**config.mk**
```make
export PLATFORM = sky130hd
export DESIGN_NAME = usb_power_state_signaling
export DESIGN_NICKNAME = d
export VERILOG_FILES = /design/src/verilog/usb_power_pkg.sv /design/src/verilog/sync_level.sv /design/src/verilog/usb_power_state_signaling.sv
export VERILOG_INCLUDE_DIRS = /design/src /design/src/verilog
export SDC_FILE = /design/constraint.sdc
export NUM_CORES = 1
export LEC_CHECK = 0
export ABC_AREA = 1
export BUFFER_PORTS_ARGS = -buffer_cell sky130_fd_sc_hd__buf_2
export CORE_MARGIN = 4
export CORE_UTILIZATION = 56
export CTS_CLUSTER_SIZE = 16
export DETAILED_ROUTE_END_ITERATION = 6
export PLACE_DENSITY = 0.8
export SLEW_MARGIN = 30
export SYNTH_ARGS = -nofsm -noshare
export SYNTH_HDL_FRONTEND = slang
export SYNTH_SLANG_ARGS = --single-unit
```
**constraint.sdc**
```tcl
create_clock -name clock -period 2.2 [get_ports clock]
set_input_delay 0.11 -clock clock [delete_from_list [all_inputs] [get_ports clock]]
set_output_delay 0.11 -clock clock [all_outputs]
set_load 0.05 [all_outputs]
```
**src/verilog/usb_power_regs.svh**
```systemverilog
`ifndef USB_POWER_REGS_SVH
`define USB_POWER_REGS_SVH

// Level of the power-enable pin
`define PWR_ENABLE_ON 1'b0
`define PWR_ENABLE_OFF 1'b1
// Reset values of the power pins
`define POWER_ENABLE_RST 1'b1
`define SUSPEND_IND_RST 1'b1
// Configuration memory clock divider (system clocks per half period)
`define CFG_CLK_HALF 8'h20

`endif

```
**src/verilog/usb_power_pkg.sv**
```systemverilog
package usb_power_pkg;

  typedef enum logic [2:0] {
    ST_UNCONF = 3'b001,
    ST_ACTIVE = 3'b010,
    ST_SUSPEND = 3'b100
  } power_state_e;

endpackage

```
**src/verilog/sync_level.sv**
```systemverilog
`timescale 1ns/1ns
module sync_level #(
  parameter int WIDTH = 1
) (
  // Clock and reset
  input wire logic clock,
  input wire logic rst_n,
  // Levels
  input wire logic [WIDTH-1:0] din,
  output logic [WIDTH-1:0] dout
);

  logic [WIDTH-1:0] meta_r;
  logic [WIDTH-1:0] meta_nxt;
  logic [WIDTH-1:0] dout_nxt;

  always_comb begin
    meta_nxt = din;
    dout_nxt = meta_r;
  end

  always_ff @(posedge clock or negedge rst_n) begin
    if (!rst_n) begin
      meta_r <= '0;
      dout <= '0;
    end else begin
      meta_r <= meta_nxt;
      dout <= dout_nxt;
    end
  end

endmodule // sync_level

```
**src/verilog/usb_power_state_signaling.sv**
```systemverilog
`timescale 1ns/1ns
`include "usb_power_regs.svh"

// Contract
// - The reset input is active low and the block leaves reset only when it returns high.
// - Power enable is driven low while configured and not suspended.
// - Power enable is driven high while suspended or not yet configured.
// - The suspend indicator is low while the link is suspended and high otherwise.
// - The bus presence input is honoured only when the power-save option bit from memory is set.
// - With the option set, operation is normal while bus presence is high and suspend is forced while it is low.
// - During reset the memory select, clock and data pins are high impedance.
// - Out of reset the memory clock pin is driven with the configuration serial clock.
module usb_power_state_signaling #(
  parameter logic [7:0] CFG_CLK_HALF = `CFG_CLK_HALF
) (
  // Clock and reset
  input wire logic clock,
  input wire logic rst_n,
  // USB core state
  input wire logic usbConfigured,
  input wire logic usbSuspend,
  // Option bit from configuration memory
  input wire logic powerSaveEnable,
  // Bus presence pin
  input wire logic bus_presence_sense_n,
  // Configuration memory access from the loader
  input wire logic cfgSelectReq,
  input wire logic cfgDataOutReq,
  input wire logic cfgDataOeReq,
  // Power pins
  output logic power_enable_n,
  output logic suspendInd_n,
  // Configuration memory pins
  output logic cfg_mem_select,
  output logic cfg_mem_select_oe,
  output logic cfg_mem_clock,
  output logic cfg_mem_clock_oe,
  output logic cfg_mem_io_out,
  output logic cfg_mem_io_oe,
  input wire logic cfg_mem_io_in,
  // Data read back from memory
  output logic cfgDataIn
);

  logic presenceSync;
  logic [2:0] stateSync;
  logic forcedSuspend;
  logic linkSuspend;

  usb_power_pkg::power_state_e state_r;
  usb_power_pkg::power_state_e state_nxt;
  logic powerEnable_r;
  logic powerEnable_nxt;
  logic suspendInd_r;
  logic suspendInd_nxt;
  logic [7:0] divCount_r;
  logic [7:0] divCount_nxt;
  logic memClock_r;
  logic memClock_nxt;
  logic memSelect_r;
  logic memSelect_nxt;
  logic memDataOut_r;
  logic memDataOut_nxt;
  logic memDataOe_r;
  logic memDataOe_nxt;
  logic pinsOe_r;
  logic pinsOe_nxt;
  logic dataIn_r;
  logic dataIn_nxt;

  // Two-flop sampling of the bus presence and memory data pins and the core state
  sync_level #(
    .WIDTH(4)
  ) u_sync (
    .clock(clock),
    .rst_n(rst_n),
    .din({bus_presence_sense_n, cfg_mem_io_in, usbConfigured, usbSuspend}),
    .dout({presenceSync, stateSync})
  );

  always_comb begin
    forcedSuspend = powerSaveEnable && !presenceSync;
    linkSuspend = stateSync[0] || forcedSuspend;
    state_nxt = state_r;
    case (state_r)
      usb_power_pkg::ST_UNCONF: begin
        if (linkSuspend) begin
          state_nxt = usb_power_pkg::ST_SUSPEND;
        end else if (stateSync[1]) begin
          state_nxt = usb_power_pkg::ST_ACTIVE;
        end
      end
      usb_power_pkg::ST_ACTIVE: begin
        if (linkSuspend) begin
          state_nxt = usb_power_pkg::ST_SUSPEND;
        end else if (!stateSync[1]) begin
          state_nxt = usb_power_pkg::ST_UNCONF;
        end
      end
      usb_power_pkg::ST_SUSPEND: begin
        if (!linkSuspend) begin
          state_nxt = stateSync[1] ? usb_power_pkg::ST_ACTIVE : usb_power_pkg::ST_UNCONF;
        end
      end
      default: begin
        state_nxt = usb_power_pkg::ST_UNCONF;
      end
    endcase
    // Outputs registered from the state so they switch cleanly
    powerEnable_nxt = (state_r == usb_power_pkg::ST_ACTIVE) ? `PWR_ENABLE_ON : `PWR_ENABLE_OFF;
    suspendInd_nxt = (state_r != usb_power_pkg::ST_SUSPEND);
  end

  always_ff @(posedge clock or negedge rst_n) begin
    if (!rst_n) begin
      state_r <= usb_power_pkg::ST_UNCONF;
      powerEnable_r <= `POWER_ENABLE_RST;
      suspendInd_r <= `SUSPEND_IND_RST;
    end else begin
      state_r <= state_nxt;
      powerEnable_r <= powerEnable_nxt;
      suspendInd_r <= suspendInd_nxt;
    end
  end

  // Configuration memory pins
  always_comb begin
    pinsOe_nxt = 1'b1;
    memSelect_nxt = cfgSelectReq;
    memDataOut_nxt = cfgDataOutReq;
    memDataOe_nxt = cfgDataOeReq;
    dataIn_nxt = stateSync[2];
    if (divCount_r == CFG_CLK_HALF - 8'h01) begin
      divCount_nxt = 8'h00;
      memClock_nxt = !memClock_r;
    end else begin
      divCount_nxt = divCount_r + 8'h01;
      memClock_nxt = memClock_r;
    end
  end

  always_ff @(posedge clock or negedge rst_n) begin
    if (!rst_n) begin
      pinsOe_r <= 1'b0;
      divCount_r <= 8'h00;
      memClock_r <= 1'b0;
      memSelect_r <= 1'b0;
      memDataOut_r <= 1'b0;
      memDataOe_r <= 1'b0;
      dataIn_r <= 1'b0;
    end else begin
      pinsOe_r <= pinsOe_nxt;
      divCount_r <= divCount_nxt;
      memClock_r <= memClock_nxt;
      memSelect_r <= memSelect_nxt;
      memDataOut_r <= memDataOut_nxt;
      memDataOe_r <= memDataOe_nxt;
      dataIn_r <= dataIn_nxt;
    end
  end

  always_comb begin
    power_enable_n = powerEnable_r;
    suspendInd_n = suspendInd_r;
    cfg_mem_select = memSelect_r;
    cfg_mem_select_oe = pinsOe_r;
    cfg_mem_clock = memClock_r;
    cfg_mem_clock_oe = pinsOe_r;
    cfg_mem_io_out = memDataOut_r;
    cfg_mem_io_oe = memDataOe_r && pinsOe_r;
    cfgDataIn = dataIn_r;
  end

endmodule // usb_power_state_signaling

```
; Word level (Yosys, flattened, before mapping)
; Index checks and enable logic that the tools add are counted.
[classes]
reduce_logical = 6
n_eq_ne = 8
n_mux = 9
add_sub_neg = 1
[ops]
columns = op, count
row1 = 2-to-1 mux 3 bit, 5
row2 = one-hot mux 3 bit (3 select lines), 1
row3 = "adder 8 x 1 -> 8 bit, second input constant", 1
row4 = "== test 8 x 5 -> 1 bit, second input constant", 1
row5 = 2-to-1 mux 8 bit, 1
row6 = "!= test 3 bit, second input constant", 2
row7 = "== test 3 x 1 -> 1 bit, second input constant", 1
row8 = "== test 3 x 2 -> 1 bit, second input constant", 1
row9 = "== test 3 bit, second input constant", 1
row10 = "!= test 3 x 2 -> 1 bit, second input constant", 1
row11 = AND reduction 3 bit, 1
row12 = logical AND 1 bit, 2
row13 = zero test 1 bit, 2
row14 = 2-to-1 mux 2 bit, 1
row15 = "!= test 2 bit, second input constant", 1
row16 = logical OR 1 bit, 1
row17 = 2-to-1 mux 1 bit, 1
[word_totals]
wordCells = 36
input_bits = 10
ff_bits = 27

; Depth between registers and ports, before layout
; Gate-level depths: netlist of the first run.
[logic_depth]
depth_word = 5
mapped_depth = 7

; Hierarchy
; From an unflattened synthesis of the first run, not the netlist that was laid out.
[unflattened]
hier_cells = 95
hier_area_um2 = 1022.2
[modules_own_cells]
columns = mod, area_each_um2, n_inst, cells_each, seq_area_each_um2
row1 = usb_power_state_signaling, 822.0, 1, 87, 479.2
row2 = sync_level, 200.2, 1, 8, 200.2

; Worst setup path before layout of the first run
; No wires, ideal clock.
[synth_timing]
path_kind = register to output
startpoint = register pinsOe_r (netlist: cfg_mem_clock_oe)
endpoint = output cfg_mem_io_oe
t_arrival_ps = 1037
setup_slack_ps = 1053
path_stages_with_launch = 3
cell_sequence = dfrtp_1 -> nand2_1 -> inv_1
[synth_via]
elab_chain_cells = 1
[synth_rtl]
columns = item, line
row1 = from (decl), usb_power_state_signaling.sv:66  ; logic pinsOe_r;
row2 = from (signal assigned), usb_power_state_signaling.sv:152  ; pinsOe_r <= pinsOe_nxt;
row3 = logical AND 1 bit, usb_power_state_signaling.sv:170  ; cfg_mem_io_oe = memDataOe_r && pinsOe_r;
row4 = to (decl), usb_power_state_signaling.sv:39  ; output logic cfg_mem_io_oe,
; Every way passes these cells.

; Worst setup path in the final report of the first run
[layout_timing]
startpoint = register divCount_r[0]
endpoint = register divCount_r[6]
[layout_via]
elab_chain_cells = 2
word_cells_on_any_way = 3
[layout_rtl]
columns = item, line
row1 = from (decl), usb_power_state_signaling.sv:56  ; logic [7:0] divCount_r;
row2 = from (signal assigned), usb_power_state_signaling.sv:153  ; divCount_r <= divCount_nxt;
row3 = adder 8 x 1 -> 8 bit or == test 8 x 5 -> 1 bit (tied branches), "usb_power_state_signaling.sv:137, usb_power_state_signaling.sv:133"
row4 = 2-to-1 mux 8 bit *, usb_power_state_signaling.sv:133  ; if (divCount_r == CFG_CLK_HALF - 8'h01) begin
row5 = net divCount_nxt[6], usb_power_state_signaling.sv:57  ; logic [7:0] divCount_nxt;
; Mark *: on every way through the listed nets, which the timed path passes. The rest lies on a longest branch.
; A chain may end at the register's enable or synchronous reset.

==> results of run 1 <==
==> synth_stat cells (2+ instances only) <==
cell type,n
nor2_1,11
nand2_2,2
inv_1,16
nor3_1,2
nand2_1,14
dfstp_2,3
nand3_1,9
xor2_1,4
dfrtp_1,24
==> state kept, by name, summed over array words and instances (netlist names) <==
name / count
cfgDataIn: 1
cfg_mem_clock: 1
u_sync.dout: 4
power_enable_n: 1
cfg_mem_select: 1
memDataOe_r: 1
state_r: 3
suspendInd_n: 1
cfg_mem_clock_oe: 1
divCount_r: 8
cfg_mem_io_out: 1
u_sync.dout_nxt: 4
==> critical path, cell delays in order, from the launching register on <==
cell and delay, ns:
dfrtp_1 0.40, ha_1 0.21, nand2_2 0.09, nor2_1 0.17
nand3_1 0.11, xor2_1 0.14, inv_1 0.05
==> where the power goes <==
group	internal (mW)	switching [mW]	total, mW	leakage (nW)
combinational	0.0762	0.155	0.231	0.294
sequential	0.558	0.0339	0.592	0.320
clock	0.0693	0.142	0.212	0.0139
total	0.704	0.331	1.04	0.628
==> area by class of cell <==
type,instances,area (µm²),share of cell area
inverters,16,60.06,0.04834
repair buffers,26,170.2,0.1370
multi-input cells,51,271.5,0.2185
clock buffers,3,22.52,0.01813
well taps,25,31.28,0.02518
flip-flops and latches,27,679.4,0.5468
clock inverters,1,7.507,0.006042
==> cells by family (layout without fill, tap and decap cells) <==
family,after synthesis,count (layout),synth area share
xor gates and xnor gates,5,5,0.04300
AOI/OAI and AO/OA,4,4,0.02334
buffers and inverters,17,46,0.06634
and+or+nand+nor,40,40,0.1843
other,1,1,0.003682
adders and majority gates,1,1,0.01228
DFF,27,27,0.6671
==> per-layer routing <==
metal	GRT usage	vias to the layer above	routed length (µm)
li1	-	344	-
met1	0.1732	318	692
met2	0.2674	26	827
met3	0.02967	6	89
met4	0.08969	0	66
met5	0	-	0
==> worst max path at each step <==
stage	startpoint	end
floorplan	cfg_mem_clock_oe	cfg_mem_io_oe
global placement	divCount_r[0]	divCount_r[6]
detailed placement	divCount_r[0]	divCount_r[6]
CTS	divCount_r[0]	divCount_r[6]
global route	divCount_r[0]	divCount_r[6]
finish	divCount_r[0]	divCount_r[6]
==> flow_summary.json, run 1 <==
{
  "synth_edf_count": 0,
  "layout_common_cells": "24 x dfrtp_1, 18 x buf_2, 16 x inv_1",
  "synth-seq-cells": 27,
  "syn_inst": 95,
  "end_kind": "flop",
  "vias": 694,
  "wire_per_inst_um": 11.25,
  "synth_nets": 106,
  "tritoncts": "built",
  "area_delta_synth_final_pct": 21.99,
  "powerDensity_nw_per_um2": 833.2,
  "route.detailed.drc": 0,
  "synth-main-ff-cell": "dfrtp_1",
  "grt_overflow": 0,
  "yosys_warnings": 0,
  "fin_worst_skew_ns": 0.007999,
  "worstSetupPathType": "flop to flop",
  "hold_ws_ns": 0.1460,
  "tns_ns": 0,
  "r2r-end": "divCount_r[6]",
  "relSlewSlack": 0.6209,
  "die_h_um": 50.65,
  "setup_ws_ns": 0.9362,
  "ys_top_cells_by_area": "dfrtp_1 59%, dfstp_2 7.7%, inv_1 5.9%",
  "ioPinCount": 19,
  "clock_sinks": 27,
  "hp-class": "input port to flop",
  "pre_cts_slack_ns": 0.9699,
  "min_to": "state_r[2]",
  "stdcell_area_um2": 1242,
  "grt_pass1_wl_mm": 2.925,
  "drt-initial-drc-count": 13,
  "gp_congestion": 0.7212,
  "dr.pass1.iters": 4,
  "ir_drop_mv": 0.7721,
  "drive_gt1_frac": 0.2339,
  "cts_setup_buffers": 0,
  "path_max_fanout": 3,
  "power_leakage_nw": 0.6282,
  "port_buffers": 18,
  "track_usage": 0.1535,
  "worstPathArrival_ns": 1.48,
  "fmax_mhz": 791.3,
  "final-hold-violation-count": 0,
  "dp_cells": 137,
  "crit_path_start_kind": "flop",
  "initial_core_util": 0.5899,
  "viasPerCell": 4.658,
  "setup_violations": 0,
  "yosysUniqueCellTypes": 19,
  "coreArea_um2": 1727,
  "status": "completed",
  "grt_start_max_net_pins": 28,
  "die_w_um": 50.65,
  "tightestPinTransition_ns": 0.5687,
  "drv_cap": 0,
  "die-area_um2": 2565,
  "syn_area_um2": 1018,
  "instances_no_fill": 149,
  "hold_start": "powerSaveEnable",
  "rsz0062_at_grt": "false",
  "synthArstFlopShare": 1.000,
  "cts_hold_buf": 8,
  "cts_buffers": 3,
  "synth.largest_area_cell": "dfrtp_1",
  "dp_hpwl_mm": 1.183,
  "yosysSeqAreaShare": 0.6671,
  "required_ns": 2.42,
  "yosys.area.top_type_share": 0.5897,
  "antenna_found_initial": 0,
  "utilization": 0.7196,
  "power_mw": 1.035,
  "hold_depth": 3,
  "clock_latency_ns": 0.32,
  "fin_crit_ns": 1.264,
  "cts_root_buf": "clkbuf_4",
  "grt_pass1_vias": 710,
  "fillCellCount": 130,
  "postPlaceCellArea_um2": 1132,
  "drv_slew": 0,
  "drt-total-wl_mm": 1.676,
  "clock_path_buffers": 2,
  "syn_area_per_cell_um2": 10.72,
  "drtAntennaViolNets": 0,
  "r2r_slack_ns": 0.94,
  "reg2regPathDepth": 6,
  "diodes": 0,
  "final_common_cell": "dfrtp_1",
  "rows": 15,
  "clkTransAtPathRegs_ns": 0.15,
  "rr_startpoint": "divCount_r[0]",
  "htreeDepth": 1,
  "nNetsFinal": 136,
  "period_share": 0.5744,
  "cts_repair_resize_count": 0
}
Power figures use the tool's default switching activity.
==> run 2: changes to the inputs <==
- CORE_UTILIZATION: 56 -> 47
- PLACE_DENSITY: 0.8 -> 0.72
- clock period: 2.2 -> 1.1 ns (I/O delays scaled with it)
==> run 2 against run 1 <==
The flow now finishes with violations (setup timing). First-iteration DRC count down 77%. Register-to-register slack worse by 1.0 ns. Sequential share of layout area down 5.9 points. Routed wire length up 4.7%. Power up 120%. Largest power group unchanged. Sequential power up 100%.
==> flow_summary.json, run 2 (synthesis gave the netlist of run 1 again) <==
{
  "drtAntennaViolNets": 0,
  "power.share.clock": 0.178,
  "worstPathArrival_ns": 1.38,
  "violations": "setup timing",
  "hp-class": "input port to flop",
  "required_ns": 1.31,
  "coreArea_um2": 2002,
  "dr.pass1.iters": 3,
  "track_usage": 0.1374,
  "grt_start_max_net_pins": 28,
  "drt-total-wl_mm": 1.755,
  "clock_latency_ns": 0.30,
  "grt_overflow": 0,
  "final-hold-violation-count": 0,
  "initial_core_util": 0.5088,
  "multi_input_area_um2": 339.1,
  "p_comb_frac": 0.281,
  "antenna_found_initial": 0,
  "clock_sinks": 27,
  "fin_crit_ns": 1.165,
  "die_w_um": 54.55,
  "rows": 16,
  "diodes": 0,
  "crit_path_start_kind": "flop",
  "cts_root_buf": "clkbuf_4",
  "final_common_cell": "dfrtp_1",
  "dp_hpwl_mm": 1.148,
  "p_seq_frac": 0.541,
  "fmax_mhz": 858.3,
  "period_share": 1.059,
  "status": "finished, violations left",
  "fillCellCount": 147,
  "ioPinCount": 19,
  "critPathSlowestCell": "dfrtp_1",
  "worstSetupPathType": "flop to flop",
  "clkTransAtPathRegs_ns": 0.13,
  "relSlewSlack": 0.6238,
  "cts_buffers": 3,
  "internal_power_mw": 1.503,
  "regMostFlops": "divCount_r",
  "path_max_fanout": 3,
  "fin_worst_skew_ns": 0.001825,
  "gp_congestion": 0.7379,
  "nNetsFinal": 145,
  "layout_common_cells": "23 x dfrtp_1, 15 x inv_1, 15 x buf_2",
  "crit_buf_inv": 2,
  "powerDensity_nw_per_um2": 1595,
  "setup_violations": 5,
  "rsz0062_at_grt": "true",
  "wire_per_inst_um": 10.97,
  "end_kind": "flop",
  "critical_path.max_stage_delay_ns": 0.41,
  "largest_reg_flops": 8,
  "power_mw": 2.227,
  "route.detailed.drc": 0,
  "htreeDepth": 1,
  "port_buffers": 18,
  "p_sw_frac": 0.3253,
  "cp_top_family": "flip-flops",
  "tightestPinTransition_ns": 0.5643,
  "drv_cap": 0,
  "clock_path_buffers": 2,
  "setup_ws_ns": -0.06512,
  "ir_drop_mv": 1.174,
  "viasPerCell": 4.563,
  "regArea_um2": 680.7,
  "grt_pass1_vias": 757,
  "stdcell_area_um2": 1396,
  "area_delta_synth_final_pct": 37.10,
  "grt_pass1_wl_mm": 2.884,
  "drv_slew": 0,
  "tritoncts": "built",
  "die_h_um": 54.55,
  "cp_cell_sequence": "ha_2 -> nand2_4 -> nor2_4 -> buf_4 -> xnor2_1 -> inv_1",
  "power.switching_mw": 0.7243,
  "power_leakage_nw": 0.6984,
  "vias": 730,
  "pre_cts_slack_ns": -0.07677,
  "drive_gt1_frac": 0.3835,
  "postPlaceCellArea_um2": 1170,
  "drt-initial-drc-count": 3,
  "die-area_um2": 2976
}
[run 2: changes by cell type in the layout (fill, tap and decap cells not counted), sizes merged]
cell,change
buf,+9
clkbuf,+1
clkinvlp,-1
[run 2: what timing repair did]
item / 4_1_cts / 5_1_grt
gates resized for setup: 4 / 20
pin swaps: 5 / 11
endpoints found under the setup margin: 10 / 14
hold endpoints to repair: 31 / 0
hold buffers: 8 / 0
setup buffers: 2 / 3
[run 2: layer usage]
layer / part of all wire / GRT usage / vias to the layer above
met1: 0.42 / 0.1536 / 344
met5: 0 / 0 / -
met2: 0.52 / 0.2450 / 16
met3: 0.040 / 0.03270 / 4
met4: 0.018 / 0.06224 / 0
li1: - / - / 366
[run 2: metrics by stage]
step	utilization	TNS (ns)	hold slack, ns	std cells
after floorplan	-	0	-0.2406	95
after global placement	0.5844	-0.05430	0.07719	143
after detailed placement	0.5844	-0.2494	0.08283	143
after CTS	0.6525	-0.09934	0.09004	157
after global routing	0.6975	-0.9783	0.1218	160
final	0.6975	-0.2254	0.09343	160
[run 2: layout make-up]
type,instances,share of cell area
flip-flops and latches,27,0.4875
multi-input cells,51,0.2428
repair buffers,35,0.1837
inverters,16,0.04301
well taps,27,0.02419
clock buffers,4,0.01882
[run 2: final timing paths]
kind                                      start       endpoint  slack (ns)  cells after the start
worst max-delay path              divCount_r[0]  divCount_r[4]       -0.07                      6
worst min-delay path            powerSaveEnable     state_r[1]        0.09                      4
worst min register to register   u_sync.dout[2]      cfgDataIn        0.36                      0
min in group asynchronous                 rst_n     state_r[1]        0.26                      2
max in group asynchronous                 rst_n     state_r[1]        0.44                      2
worst max register to register    divCount_r[0]  divCount_r[4]       -0.07                      6
[run 2: tightest hold or removal path: stages]
cell and delay, ns:
buf_2 0.09, a21oi_1 0.11, nand3_2 0.08, o21ai_1 0.06
[run 2: power groups by stage]
stage | combinational [mW] | clock [mW] | sequential (mW)
after CTS | 0.518 | 0.415 | 1.17
final | 0.625 | 0.397 | 1.20
after floorplan | 0.233 | 0 | 1.29
after detailed placement | 0.471 | 0 | 1.19
after global routing | 0.683 | 0.455 | 1.22
after global placement | 0.454 | 0 | 1.18
==> run 3: changes to the inputs <==
- SYNTH_HIERARCHICAL: not set -> 1
==> run 3 against run 2 <==
The run still ends with setup timing left. Register-to-register slack about the same. First-iteration DRC count increased to 2.7 times the previous value. Global-route usage increased by 2.9 points. Fmax increased by 0.69%. Utilization increased by 6.4 points. Power increased by 15%. Area after synthesis increased by 0.37%. Non-clock buffer count increased by 7. Critical path depth decreased by 1. Sequential cell count unchanged. Combinational power increased by 44%. Worst setup slack improved by 0.0080 ns. Critical endpoint is now divCount_r[5]. Largest cell class unchanged. Largest power group unchanged.
==> flow_summary.json, run 3 <==
{
  "setup_ws_ns": -0.05712,
  "syn_area_per_cell_um2": 10.76,
  "regArea_um2": 683.2,
  "crit_path_start_kind": "flop",
  "cts_buffers": 3,
  "clock_latency_ns": 0.32,
  "final_common_cell": "dfrtp_1",
  "grt_pass1_vias": 836,
  "clock_sinks": 27,
  "rsz0062_at_grt": "true",
  "clock_path_buffers": 2,
  "drt-initial-drc-count": 8,
  "largest_reg_flops": 8,
  "syn_area_um2": 1022,
  "multi_input_area_um2": 417.9,
  "cp_cell_sequence": "ha_4 -> nand2_4 -> nor3_4 -> buf_6 -> nor3_2",
  "diodes": 0,
  "ioPinCount": 19,
  "relSlewSlack": 0.6233,
  "yosysUniqueCellTypes": 19,
  "yosys.area.top_type_share": 0.5875,
  "critical_path.max_stage_delay_ns": 0.45,
  "worstSetupPathType": "flop to flop",
  "area_delta_synth_final_pct": 50.67,
  "antenna_found_initial": 0,
  "clkTransAtPathRegs_ns": 0.14,
  "nNetsFinal": 152,
  "drv_cap": 0,
  "port_buffers": 18,
  "track_usage": 0.1663,
  "fin_worst_skew_ns": 0.002146,
  "postPlaceCellArea_um2": 1159,
  "synth.largest_area_cell": "dfrtp_1",
  "gp_congestion": 0.7701,
  "cts_root_buf": "clkbuf_4",
  "die-area_um2": 2985,
  "drt-total-wl_mm": 2.177,
  "synthArstFlopShare": 1.000,
  "dr.pass1.iters": 4,
  "regMostFlops": "divCount_r",
  "hp-class": "input port to flop",
  "route.detailed.drc": 0,
  "viasPerCell": 4.713,
  "yosysSeqAreaShare": 0.6646,
  "dp_hpwl_mm": 1.157,
  "setup_violations": 10,
  "wire_per_inst_um": 13.04,
  "path_max_fanout": 3,
  "coreArea_um2": 2022,
  "initial_core_util": 0.5056,
  "required_ns": 1.32,
  "drtAntennaViolNets": 0,
  "cp_top_family": "flip-flops",
  "crit_buf_inv": 1,
  "fmax_mhz": 864.2,
  "final-hold-violation-count": 0,
  "syn_inst": 95,
  "hold_ws_ns": 0.1210,
  "powerDensity_nw_per_um2": 1660,
  "drv_slew": 0,
  "violations": "setup timing",
  "synth-seq-cells": 27,
  "die_h_um": 54.64,
  "synthTopCellsByCount": "24 x dfrtp_1, 14 x inv_1, 14 x nor2_1, 11 x nand2_1, 9 x nand3_1",
  "synth-main-ff-cell": "dfrtp_1",
  "critPathSlowestCell": "dfrtp_1",
  "stdcell_area_um2": 1540,
  "yosysMostFrequentCell": "dfrtp_1",
  "vias": 787,
  "fillCellCount": 129,
  "worstPathArrival_ns": 1.38,
  "tritoncts": "built",
  "grt_start_max_net_pins": 28,
  "synth_edf_count": 0,
  "rows": 16,
  "end_kind": "flop",
  "htreeDepth": 1,
  "layout_common_cells": "21 x dfrtp_1, 14 x buf_4, 13 x buf_2",
  "die_w_um": 54.64,
  "power_leakage_nw": 0.7671,
  "fin_crit_ns": 1.157,
  "grt_pass1_wl_mm": 3.505,
  "ys_top_cells_by_area": "dfrtp_1 59%, dfstp_2 7.7%, inv_1 5.1%",
  "drive_gt1_frac": 0.5571,
  "ir_drop_mv": 1.205,
  "status": "finished, violations left",
  "period_share": 1.052,
  "grt_overflow": 0,
  "synth_nets": 106,
  "tightestPinTransition_ns": 0.5651,
  "yosys_warnings": 6
}
run 3: cell types whose count changed after synthesis:
cell	previous run	this run
a21oi_1	1	2
inv_1	16	14
nand2_1	14	11
nand2_2	2	3
nand3b_1	0	1
nor2_1	11	14
o21a_1	1	0
o21ai_0	1	0
o21ai_1	0	1
run 3: kinds of logic after synthesis:
| logic type | Yosys count | share of synthesized area |
|---|---|---|
| buffers and inverters | 15 | 0.05875 |
| AOI/OAI and AO/OA | 4 | 0.02081 |
| other | 1 | 0.003668 |
| adders and majority gates | 1 | 0.01224 |
| DFF | 27 | 0.6646 |
| xor gates and xnor gates | 5 | 0.04284 |
| and+or+nand+nor | 42 | 0.1971 |
run 3: what timing repair did:
item	CTS	global route
gates resized for setup	11	39
endpoints found under the setup margin	12	16
hold buffers	8	0
hold endpoints to repair	31	0
buffers inserted	9	5
pin swaps	5	12
gates cloned	0	0
run 3: metal layers:
metal,global-route usage,vias up,part of all wire,wire length [µm]
met5,0,-,0,0
met4,0.07054,0,0.015,32
met3,0.04360,4,0.047,102
met2,0.2795,20,0.49,1064
met1,0.1993,380,0.45,977
li1,-,383,-,-
run 3: worst reg2reg max path, delay by kind of cell (launching register included):
kind / cells / cell delay, ns
buf+inv: 1 / 0.14
flops: 1 / 0.45
simple gates: 3 / 0.29
fa+ha+maj: 1 / 0.18
run 3: cell type report:
type,count,share of cell area
flip-flops and latches,27,0.4435
multi-input cells,53,0.2713
repair buffers,42,0.2112
inverters,14,0.03412
well taps,27,0.02193
clock buffers,3,0.01462
clock inverters,1,0.003249
run 3: path summary, 6_finish.rpt:
kind / startpoint / endpoint / slack [ns] / depth (start not counted)
min in group asynchronous: rst_n / state_r[2] / 0.24 / 2
setup reg to reg: divCount_r[1] / divCount_r[5] / -0.06 / 5
max in group asynchronous: rst_n / divCount_r[0] / 0.46 / 2
hold reg to reg: u_sync/dout_nxt[1] / u_sync/dout[1] / 0.37 / 0
hold / removal: powerSaveEnable / state_r[2] / 0.12 / 3
setup / recovery: divCount_r[1] / divCount_r[5] / -0.06 / 5
run 3: per-stage QoR:
stage	total power, mW	util	TNS (ns)	setup WS (ns)	std cells
final	2.557	0.7618	-0.4292	-0.05712	167
after global routing	2.704	0.7618	-1.107	-0.1294	167
after CTS	2.219	0.6807	-0.04848	-0.02544	162
after detailed placement	1.686	0.5730	-0.3479	-0.1037	141
after global placement	1.654	0.5730	-0.03166	-0.02095	141
after floorplan	1.557	-	0	0.003216	95
run 3: report_power, final:
part	total (mW)	internal, mW	switching [mW]
clock network	0.424	0.136	0.288
registers	1.23	1.13	0.109
logic	0.898	0.394	0.504
total	2.56	1.66	0.901
